--- src/smdac_pkg.sv ---
// Shared constants for the two-wire receive-only DAC interface.
// Assumes a single 40 MHz system clock and externally pulled-up bus wires.
package smdac_pkg;

  // ----------------------------------------------------------------
  // Addresses
  // ----------------------------------------------------------------
  localparam logic [3:0] OWN_ADDR_PREFIX = 4'h4;
  localparam logic [6:0] SYNC_ADDR = 7'h7e;

  // ----------------------------------------------------------------
  // Command byte fields
  // ----------------------------------------------------------------
  localparam int CMD_SYNC_ONLY_POS = 0;
  localparam int CMD_POWER_DOWN_POS = 1;
  localparam int CMD_REF_SEL_POS = 2;
  localparam logic [2:0] CMD_RESET = 3'h0;

  // ----------------------------------------------------------------
  // Data bytes and counters
  // ----------------------------------------------------------------
  localparam int CODE_HI_MSB = 1;
  localparam int CODE_W = 10;
  localparam logic [CODE_W-1:0] CODE_RESET = 10'h000;
  localparam logic [7:0] BYTE_RESET = 8'h00;
  localparam logic [3:0] BYTE_BITS = 4'h8;
  localparam logic [3:0] CNT_ZERO = 4'h0;
  localparam logic [3:0] CNT_ONE = 4'h1;

  typedef enum logic [2:0] {
    SMDAC_IDLE = 3'b000,
    SMDAC_ADDR = 3'b001,
    SMDAC_CMD = 3'b010,
    SMDAC_LOW = 3'b011,
    SMDAC_HIGH = 3'b100,
    SMDAC_SKIP = 3'b101
  } smdac_state_t;

endpackage : smdac_pkg

--- src/smdac_bus_if.sv ---
// Bus events passed from the pin sampler to the protocol engine.
// Both ends run on the same system clock; every event except the sda_lvl level is a one-cycle pulse.
`timescale 1ns/1ps
`default_nettype none
interface smdac_bus_if;
  logic scl_rise;
  logic scl_fall;
  logic sda_lvl;
  logic start;
  logic stop;
  modport det (output scl_rise, output scl_fall, output sda_lvl, output start, output stop);
  modport eng (input scl_rise, input scl_fall, input sda_lvl, input start, input stop);
endinterface : smdac_bus_if
`default_nettype wire

--- src/smdac_detect.sv ---
// Pin sampler: synchronises SCL and SDA and finds edges, start and stop.
// Assumes both pins are asynchronous to i_clk and change slowly against it.
`timescale 1ns/1ps
`default_nettype none
module smdac_detect (
  input wire logic i_clk,
  input wire logic i_sys_rst,
  input wire logic i_scl,
  input wire logic i_sda,
  smdac_bus_if.det bus
);

  // ----------------------------------------------------------------
  // Synchronisers and history
  // ----------------------------------------------------------------
  // Index 0 is the metastable stage; only index 1 reads it
  logic [2:0] scl_q, scl_d;
  logic [2:0] sda_q, sda_d;

  always_comb begin
    scl_d = {scl_q[1:0], i_scl};
    sda_d = {sda_q[1:0], i_sda};
  end

  // Idle bus is high, so reset to ones to avoid a false SCL rise or stop
  always_ff @(posedge i_clk or posedge i_sys_rst) begin
    if (i_sys_rst) begin
      scl_q <= 3'h7;
      sda_q <= 3'h7;
    end else begin
      scl_q <= scl_d;
      sda_q <= sda_d;
    end
  end

  // ----------------------------------------------------------------
  // Events
  // ----------------------------------------------------------------
  assign bus.scl_rise = scl_q[1] & ~scl_q[2];
  assign bus.scl_fall = ~scl_q[1] & scl_q[2];
  assign bus.sda_lvl = sda_q[1];
  assign bus.start = scl_q[1] & scl_q[2] & ~sda_q[1] & sda_q[2];
  assign bus.stop = scl_q[1] & scl_q[2] & sda_q[1] & ~sda_q[2];

endmodule : smdac_detect
`default_nettype wire

--- src/smdac_top.sv ---
// Receive-only two-wire slave for a 10-bit DAC: address, command and data
// bytes, stop-time update, power-down and the shared sync quick command.
// Assumes an external master drives SCL; SDA is open drain with pull-up.
`timescale 1ns/1ps
`default_nettype none
module smdac_top (
  input wire logic i_clk,
  input wire logic i_sys_rst,
  input wire logic i_scl,
  input wire logic i_sda,
  input wire logic [2:0] i_addr_sel,
  output logic o_sda_out,
  output logic o_sda_oe,
  output logic [9:0] o_dac_code,
  output logic o_power_down,
  output logic o_ref_internal
);

  smdac_bus_if bus ();

  smdac_detect u_detect (
    .i_clk(i_clk),
    .i_sys_rst(i_sys_rst),
    .i_scl(i_scl),
    .i_sda(i_sda),
    .bus(bus)
  );

  // ----------------------------------------------------------------
  // State
  // ----------------------------------------------------------------
  smdac_pkg::smdac_state_t state_q, state_d;
  logic [3:0] cnt_q, cnt_d;
  logic [7:0] shift_q, shift_d;
  logic ack_phase_q, ack_phase_d;
  logic sda_oe_q, sda_oe_d;
  logic is_sync_q, is_sync_d;
  logic active_q, active_d;
  logic cmd_seen_q, cmd_seen_d;
  logic [2:0] cmd_q, cmd_d;
  logic [7:0] low_tmp_q, low_tmp_d;
  logic [9:0] in_code_q, in_code_d;
  logic [9:0] code_q, code_d;
  logic pd_q, pd_d;
  logic ref_q, ref_d;
  logic [2:0] sel_meta_q, sel_q;

  logic [6:0] own_addr;
  logic own_hit;
  logic sync_hit;

  assign own_addr = {smdac_pkg::OWN_ADDR_PREFIX, sel_q};
  assign own_hit = (shift_q[7:1] == own_addr) && !shift_q[0];
  assign sync_hit = (shift_q[7:1] == smdac_pkg::SYNC_ADDR);

  // ----------------------------------------------------------------
  // Next-state logic
  // ----------------------------------------------------------------
  always_comb begin
    state_d = state_q;
    cnt_d = cnt_q;
    shift_d = shift_q;
    ack_phase_d = ack_phase_q;
    sda_oe_d = sda_oe_q;
    is_sync_d = is_sync_q;
    active_d = active_q;
    cmd_seen_d = cmd_seen_q;
    cmd_d = cmd_q;
    low_tmp_d = low_tmp_q;
    in_code_d = in_code_q;
    code_d = code_q;
    pd_d = pd_q;
    ref_d = ref_q;
    if (bus.stop) begin
      if (active_q && !cmd_q[smdac_pkg::CMD_SYNC_ONLY_POS]) begin
        code_d = in_code_q;
      end
      if (cmd_seen_q) begin
        pd_d = cmd_q[smdac_pkg::CMD_POWER_DOWN_POS];
        ref_d = cmd_q[smdac_pkg::CMD_REF_SEL_POS];
      end
      state_d = smdac_pkg::SMDAC_IDLE;
      cnt_d = smdac_pkg::CNT_ZERO;
      ack_phase_d = 1'b0;
      sda_oe_d = 1'b0;
      active_d = 1'b0;
      cmd_seen_d = 1'b0;
    end else if (bus.start) begin
      // Repeated start abandons any unfinished byte
      state_d = smdac_pkg::SMDAC_ADDR;
      cnt_d = smdac_pkg::CNT_ZERO;
      ack_phase_d = 1'b0;
      sda_oe_d = 1'b0;
    end else if (bus.scl_fall) begin
      if (ack_phase_q) begin
        ack_phase_d = 1'b0;
        sda_oe_d = 1'b0;
      end else if (cnt_q == smdac_pkg::BYTE_BITS && state_q != smdac_pkg::SMDAC_SKIP
                   && state_q != smdac_pkg::SMDAC_IDLE) begin
        cnt_d = smdac_pkg::CNT_ZERO;
        ack_phase_d = 1'b1;
        if (state_q == smdac_pkg::SMDAC_ADDR) begin
          is_sync_d = sync_hit;
          // Acknowledge only own or sync address
          sda_oe_d = own_hit || sync_hit;
          if (!(own_hit || sync_hit)) begin
            state_d = smdac_pkg::SMDAC_SKIP;
            ack_phase_d = 1'b0;
          end
        end else begin
          sda_oe_d = 1'b1;
        end
      end
    end else if (bus.scl_rise) begin
      if (ack_phase_q) begin
        unique case (state_q)
          smdac_pkg::SMDAC_ADDR: begin
            if (is_sync_q) begin
              state_d = smdac_pkg::SMDAC_SKIP;
              if (shift_q[0]) begin
                if (cmd_q[smdac_pkg::CMD_SYNC_ONLY_POS]) begin
                  code_d = in_code_q;
                end
              end else begin
                cmd_d = smdac_pkg::CMD_RESET;
                low_tmp_d = smdac_pkg::BYTE_RESET;
                in_code_d = smdac_pkg::CODE_RESET;
                code_d = smdac_pkg::CODE_RESET;
                pd_d = 1'b0;
                ref_d = 1'b0;
                cmd_seen_d = 1'b0;
              end
            end else begin
              state_d = smdac_pkg::SMDAC_CMD;
              active_d = 1'b1;
            end
          end
          smdac_pkg::SMDAC_CMD: begin
            // Command bits latched on their acknowledge
            cmd_d = {shift_q[smdac_pkg::CMD_REF_SEL_POS],
                     shift_q[smdac_pkg::CMD_POWER_DOWN_POS],
                     shift_q[smdac_pkg::CMD_SYNC_ONLY_POS]};
            cmd_seen_d = 1'b1;
            state_d = smdac_pkg::SMDAC_LOW;
          end
          smdac_pkg::SMDAC_LOW: begin
            // Low byte held until the word completes
            low_tmp_d = shift_q;
            state_d = smdac_pkg::SMDAC_HIGH;
          end
          smdac_pkg::SMDAC_HIGH: begin
            // Word complete, both bytes committed together
            in_code_d = {shift_q[smdac_pkg::CODE_HI_MSB:0], low_tmp_q};
            state_d = smdac_pkg::SMDAC_SKIP;
          end
          smdac_pkg::SMDAC_IDLE, smdac_pkg::SMDAC_SKIP: begin
            state_d = state_q;
          end
          default: begin
            state_d = smdac_pkg::SMDAC_IDLE;
          end
        endcase
      end else if (cnt_q != smdac_pkg::BYTE_BITS) begin
        shift_d = {shift_q[6:0], bus.sda_lvl};
        cnt_d = cnt_q + smdac_pkg::CNT_ONE;
      end
    end
  end

  // ----------------------------------------------------------------
  // Registers
  // ----------------------------------------------------------------
  always_ff @(posedge i_clk or posedge i_sys_rst) begin
    if (i_sys_rst) begin
      state_q <= smdac_pkg::SMDAC_IDLE;
      cnt_q <= smdac_pkg::CNT_ZERO;
      shift_q <= smdac_pkg::BYTE_RESET;
      ack_phase_q <= 1'b0;
      sda_oe_q <= 1'b0;
      is_sync_q <= 1'b0;
      active_q <= 1'b0;
      cmd_seen_q <= 1'b0;
      cmd_q <= smdac_pkg::CMD_RESET;
      low_tmp_q <= smdac_pkg::BYTE_RESET;
      in_code_q <= smdac_pkg::CODE_RESET;
      code_q <= smdac_pkg::CODE_RESET;
      pd_q <= 1'b0;
      ref_q <= 1'b0;
      sel_meta_q <= 3'h0;
      sel_q <= 3'h0;
    end else begin
      state_q <= state_d;
      cnt_q <= cnt_d;
      shift_q <= shift_d;
      ack_phase_q <= ack_phase_d;
      sda_oe_q <= sda_oe_d;
      is_sync_q <= is_sync_d;
      active_q <= active_d;
      cmd_seen_q <= cmd_seen_d;
      cmd_q <= cmd_d;
      low_tmp_q <= low_tmp_d;
      in_code_q <= in_code_d;
      code_q <= code_d;
      pd_q <= pd_d;
      ref_q <= ref_d;
      // Address straps may move at any time, so they are synchronised too
      sel_meta_q <= i_addr_sel;
      sel_q <= sel_meta_q;
    end
  end

  // Open drain: the pin is only ever pulled low
  assign o_sda_out = 1'b0;
  assign o_sda_oe = sda_oe_q;
  assign o_dac_code = code_q;
  assign o_power_down = pd_q;
  assign o_ref_internal = ref_q;

endmodule : smdac_top
`default_nettype wire

--- config.mk ---
export PLATFORM = sky130hd
export DESIGN_NAME = smdac_top
export DESIGN_NICKNAME = d
export VERILOG_FILES = /design/src/smdac_pkg.sv /design/src/smdac_bus_if.sv /design/src/smdac_detect.sv /design/src/smdac_top.sv
export SDC_FILE = /design/constraint.sdc
export NUM_CORES = 1
export LEC_CHECK = 0
export BUFFER_PORTS_ARGS = -buffer_cell sky130_fd_sc_hd__buf_2
export CORE_MARGIN = 5
export CORE_UTILIZATION = 40
export DETAILED_ROUTE_END_ITERATION = 10
export GPL_ROUTABILITY_DRIVEN = 1
export GPL_TIMING_DRIVEN = 1
export PLACE_DENSITY_LB_ADDON = 0.3
export SLEW_MARGIN = 20
export SYNTH_ARGS = -nofsm -noshare
export SYNTH_HDL_FRONTEND = slang
export SYNTH_SLANG_ARGS = --single-unit
--- constraint.sdc ---
create_clock -name i_clk -period 2.58 [get_ports i_clk]
set_input_delay 0.516 -clock i_clk [delete_from_list [all_inputs] [get_ports i_clk]]
set_output_delay 0.516 -clock i_clk [all_outputs]
set_load 0.05 [all_outputs]
Word level (Yosys, flattened, before mapping)
Index checks and enable logic that the tools add are counted.
{"block": "totals", "ff_bits": 65, "out_inout_bits": 14}
{"block": "op_classes", "add_sub_neg": 1, "eq_ne": 26, "mux": 75, "bitwise_logic": 15, "n_reduce_logical": 36}
{"op": "$mux W10", "n": 12}
{"op": "$reduce_and A8 Y1", "n": 5}
{"op": "$mux W1", "n": 36}
{"op": "$mux W3", "n": 12}
{"op": "$mux W4", "n": 8}
{"op": "$pmux W10 S2", "n": 1}
{"op": "$reduce_bool A4 Y1", "n": 5}
{"op": "$reduce_and A6 Y1", "n": 3}
{"op": "$mux W8", "n": 2}
{"op": "$ne A4 B4 Y1 const B", "n": 4}
{"op": "$pmux W8 S2", "n": 1}
{"op": "$pmux W3 S5", "n": 1}
{"op": "$reduce_and A7 Y1", "n": 2}
{"op": "$reduce_bool A2 Y1", "n": 7}
{"op": "$ne A3 B3 Y1 const B", "n": 4}
{"op": "$reduce_bool A3 Y1", "n": 3}
{"op": "$ne A2 B1 Y1 const B", "n": 4}
{"op": "$ne A2 B2 Y1 const B", "n": 4}
{"op": "$not A1 Y1", "n": 8}
{"op": "$and A1 B1 Y1", "n": 7}
{"op": "$eq A7 B6 Y1", "n": 1}
{"op": "$eq A7 B7 Y1 const B", "n": 1}
{"op": "$eq A3 B2 Y1 const B", "n": 2}
{"op": "$eq A3 B3 Y1 const B", "n": 2}
{"op": "14 further kinds", "n": 18}

Longest topological paths before layout
{"block": "depth", "depth_word": 10, "ltp_mapped": 8}

Hierarchy
From an unflattened synthesis, not the netlist that was laid out.
{"block": "hier_totals", "hier_cells": 295, "area_unflattened_um2": 2997.9}
{"module": "smdac_top", "n_inst": 1, "cells_each": 284, "area_each_um2": 2803.9, "seq_area_each_um2": 1476.4}
{"module": "smdac_detect", "n_inst": 1, "cells_each": 11, "area_each_um2": 193.9, "seq_area_each_um2": 157.7}

Least setup slack after synthesis
No wires, ideal clock.
{"block": "synth_timing", "path_kind": "flip-flop to flip-flop", "from": "register cnt_q[0]", "to": "register state_q[1]", "setup_time_ns": 0.128, "t_arrival_ns": 1.881, "required_time_ns": 2.452, "setup_slack_ns": 0.571, "path_stages_with_launch": 8, "n_path_buf": 0, "synth_period_minus_slack_ns": 2.009, "path_cell_list": "dfrtp_1 > inv_1 > ha_1 > nand3b_4 > or3b_1 > a211oi_2 > o22ai_2 > mux2_1"}
{"block": "synth_between", "elab_chain_len": 5}
{"item": "start, declared", "line_no": "smdac_top.sv:33", "source": "logic [3:0] cnt_q, cnt_d;"}
{"item": "start signal, assigned", "line_no": "smdac_top.sv:176", "source": "cnt_q <= smdac_pkg::CNT_ZERO;"}
{"item": "start signal, assigned", "line_no": "smdac_top.sv:193", "source": "cnt_q <= cnt_d;"}
{"item": "$eq A4 B4 Y1", "line_no": "smdac_top.sv:98", "source": "end else if (cnt_q == smdac_pkg::BYTE_BITS && state_q != smdac_pkg::SMDAC_SKIP"}
{"item": "$logic_and A1 B1 Y1", "line_no": "smdac_top.sv:98"}
{"item": "$logic_and A1 B1 Y1", "line_no": "smdac_top.sv:99", "source": "&& state_q != smdac_pkg::SMDAC_IDLE) begin"}
{"item": "$ne A4 B1 Y1 (no source line)"}
{"item": "$reduce_and A7 Y1 (no source line)"}
{"item": "end signal, assigned", "line_no": "smdac_top.sv:175", "source": "state_q <= smdac_pkg::SMDAC_IDLE;"}
{"item": "end signal, assigned", "line_no": "smdac_top.sv:192", "source": "state_q <= state_d;"}
{"item": "end, declared", "line_no": "smdac_top.sv:32", "source": "smdac_pkg::smdac_state_t state_q, state_d;"}
No other way between the ends.
A chain may end at the register's enable or synchronous reset.

Worst setup path after layout
Same ends and word-level chain as after synthesis.

==> flow_summary.json <==
{
  "arrival_ps": 2390,
  "final_cell_mix": "dfrtp_1, nand2_1, buf_2, inv_1",
  "crit_path_end_kind": "flop",
  "path_buf_inv": 1,
  "rows": 31,
  "multi_input_area_mm2": 0.00124,
  "die_y_um": 96.7,
  "dr.pass1.iters": 4,
  "dp_hpwl_um": 3820,
  "dpl.cell_count": 386,
  "critPathSlowestCell": "dfrtp_1",
  "hold_buffers": 0,
  "start_util_pct": 41.3,
  "cts_root_buffer": "clkbuf_8",
  "synth_ff_type": "dfrtp_1",
  "syn_area_mm2": 0.00301,
  "wl_per_cell_um": 13.8,
  "synth_seq_cells": 65,
  "grt_usage_pct": 12.9,
  "min_period_over_period_pct": 84.3,
  "final_nets": 311,
  "netlist_instances": 275,
  "worstMarginPinSlew_ps": 722,
  "port_buffers": 19,
  "die_w_um": 96.7,
  "antenna_left": 0,
  "syn_area_per_cell_um2": 10.9,
  "cts_tree": "yes",
  "crit_required_ps": 2800,
  "crit_chain": "inv_1 -> ha_1 -> nand3b_4 -> or3b_1 -> a211oi_2 -> o22ai_2 -> mux2_1",
  "rsz0062_at_grt": "no",
  "synth_cell_types": 59,
  "maxSlewHeadroom_pct": 51.6,
  "ff_latch_area_mm2": 0.00163,
  "cts_made_buffers": 9,
  "fill_cells": 712,
  "wirelength_um": 5540,
  "slew_violations": 0,
  "drive_gt1_share_pct": 19.5,
  "fmax_ghz": 0.460,
  "min_period_ps": 2170,
  "vias_per_cell": 5.13,
  "setup_tns_ps": 0,
  "drc": 0,
  "synthArstFlopShare_pct": 100,
  "clk_pin_slew_ps": 70,
  "hold_ws_ps": 227,
  "grt_pass1_vias": 2030,
  "syn_nets": 288,
  "hold_class": "primary input to async pin",
  "drv_cap": 0,
  "status": "complete, no violations",
  "setup_viol": 0,
  "antenna_found_initial": 0,
  "syn_to_final_growth_pct": 14.1,
  "cts_setup_buffers": 0,
  "htreeDepth": 3,
  "grt_pass1_wl_um": 9850,
  "cp-start-kind": "flop",
  "clkLatencyLatePin_ps": 330,
  "diodes": 0,
  "vdd_ir_drop_max_v": 0.000480,
  "leakage_nw": 1.55,
  "gp_congestion": 0.845,
  "layout_commonest_cell": "dfrtp_1",
  "cts.sinks": 65,
  "synth-edff-count": 0,
  "instances_no_fill": 402,
  "drtIter0Drc": 128,
  "critical_path_peak_fanout": 7,
  "core_area_mm2": 0.00729,
  "ys_seq_area_share_pct": 54.3,
  "critPathTopFamily": "simple AND/OR/NAND/NOR gates",
  "clk_path_buf_depth": 2,
  "finalHoldViolations": 0,
  "grt_max_degree": 29,
  "max_stage_delay_ps": 430,
  "io_pins": 21,
  "num_vias": 2064,
  "power.density_mw_per_mm2": 820,
  "crit_type": "flop to flop",
  "cts_resized": 0,
  "yosys_warnings": 0,
  "fin_skew_ps": 10.3,
  "die-area_mm2": 0.00936,
  "overflow": 0
}
==> flip-flops by register name, summed over array words and instances, names as in the netlist <==
register        flops
ack_phase_q         1
active_q            1
cmd_q               3
cmd_seen_q          1
cnt_q               4
in_code_q          10
is_sync_q           1
low_tmp_q           8
o_dac_code         10
o_power_down        1
o_ref_internal      1
o_sda_oe            1
sel_meta_q          3
sel_q               3
shift_q             8
state_q             3
u_detect.scl_q      3
u_detect.sda_q      3
==> cell type report <==
class / instances / area share, %
Clock inverter: 7 / 2.91
Sequential cell: 65 / 47.6
Tap cell: 99 / 3.61
Clock buffer: 9 / 3.61
Multi-Input combinational cell: 179 / 36.1
Timing Repair Buffer: 26 / 4.30
Inverter: 17 / 1.86
==> routing by layer <==
| metal | global-route usage [%] | share of wire [%] | up-vias |
|---|---|---|---|
| met5 | 0 | 0 | - |
| met4 | 5.40 | 1.2 | 0 |
| met3 | 3.74 | 4.9 | 7 |
| met2 | 18.6 | 44 | 39 |
| met1 | 17.9 | 50 | 991 |
| li1 | - | - | 1027 |
==> worst reg2reg max path: cells and delay by family, from the launching register on <==
kind	cells	cell delay, ps
buf+inv	1	100
mux	1	330
flops	1	430
fa+ha+maj	1	270
compound gates	2	380
simple gates	2	540
==> where the power goes <==
| group | leakage (nW) | internal, mW | switching, mW |
|---|---|---|---|
| Clock | 0.115 | 0.554 | 0.418 |
| Combinational | 0.583 | 0.231 | 0.286 |
| Sequential | 0.850 | 1.14 | 0.181 |
==> path summary, 6_finish.rpt <==
check	cells after the start	from	slack, ps	endpoint
min in group i_clk	1	i_sda	280	u_detect.sda_q[0]
worst max register to register	7	cnt_q[0]	410	state_q[1]
max in group asynchronous	3	i_sys_rst	1600	low_tmp_q[7]
worst min-delay path	2	i_sys_rst	230	shift_q[5]
worst min register to register	0	sel_meta_q[0]	350	sel_q[0]
worst max-delay path	7	cnt_q[0]	410	state_q[1]
==> cell usage after synthesis, types with 3 or more instances <==
cell type | number | area [µm²]
nor2_1 | 12 | 45.0
and2_1 | 3 | 18.8
nor3_1 | 5 | 25.0
o21ai_0 | 11 | 55.1
a32o_1 | 3 | 30.0
inv_1 | 17 | 63.8
dfrtp_1 | 59 | 1480
dfstp_2 | 6 | 158
nor2b_1 | 5 | 31.3
o21ai_1 | 12 | 60.1
buf_2 | 3 | 15.0
nor3b_1 | 5 | 37.5
a22o_1 | 10 | 87.6
nand3_1 | 9 | 45.0
mux2i_1 | 4 | 40.0
nand2b_1 | 4 | 25.0
nand3b_1 | 3 | 22.5
ha_1 | 6 | 75.1
xnor2_1 | 3 | 26.3
clkbuf_1 | 5 | 18.8
mux2_1 | 10 | 113
a21oi_1 | 10 | 50.1
buf_4 | 3 | 22.5
nand2_1 | 28 | 105
==> per-stage QoR <==
| stage | power, mW | cell area, µm² | utilization [%] | setup slack [ps] |
|---|---|---|---|---|
| 6_report | 2.81 | 3430 | 47.1 | 406 |
| 5_1_grt | 2.98 | 3430 | 47.1 | 271 |
| 4_1_cts | 2.85 | 3430 | 47.1 | 388 |
| 3_5_place_dp | 1.86 | 3210 | 44.0 | 440 |
| 3_3_place_gp | 1.85 | 3210 | 44.0 | 496 |
| 2_1_floorplan | 1.69 | 3010 | - | 447 |
==> cell families (layout without fill, tap and decap cells) <==
| logic type | Yosys count | in the layout | synth area share, % |
|---|---|---|---|
| DFF | 65 | 65 | 54.3 |
| buffers and inverters | 31 | 59 | 4.45 |
| xor gates and xnor gates | 4 | 4 | 1.41 |
| AOI/OAI and AO/OA | 62 | 62 | 14.9 |
| muxes | 15 | 15 | 5.45 |
| adders and majority gates | 6 | 6 | 2.49 |
| other | 1 | 1 | 0.125 |
| and+or+nand+nor | 91 | 91 | 16.8 |
Power figures use the tool's default switching activity.
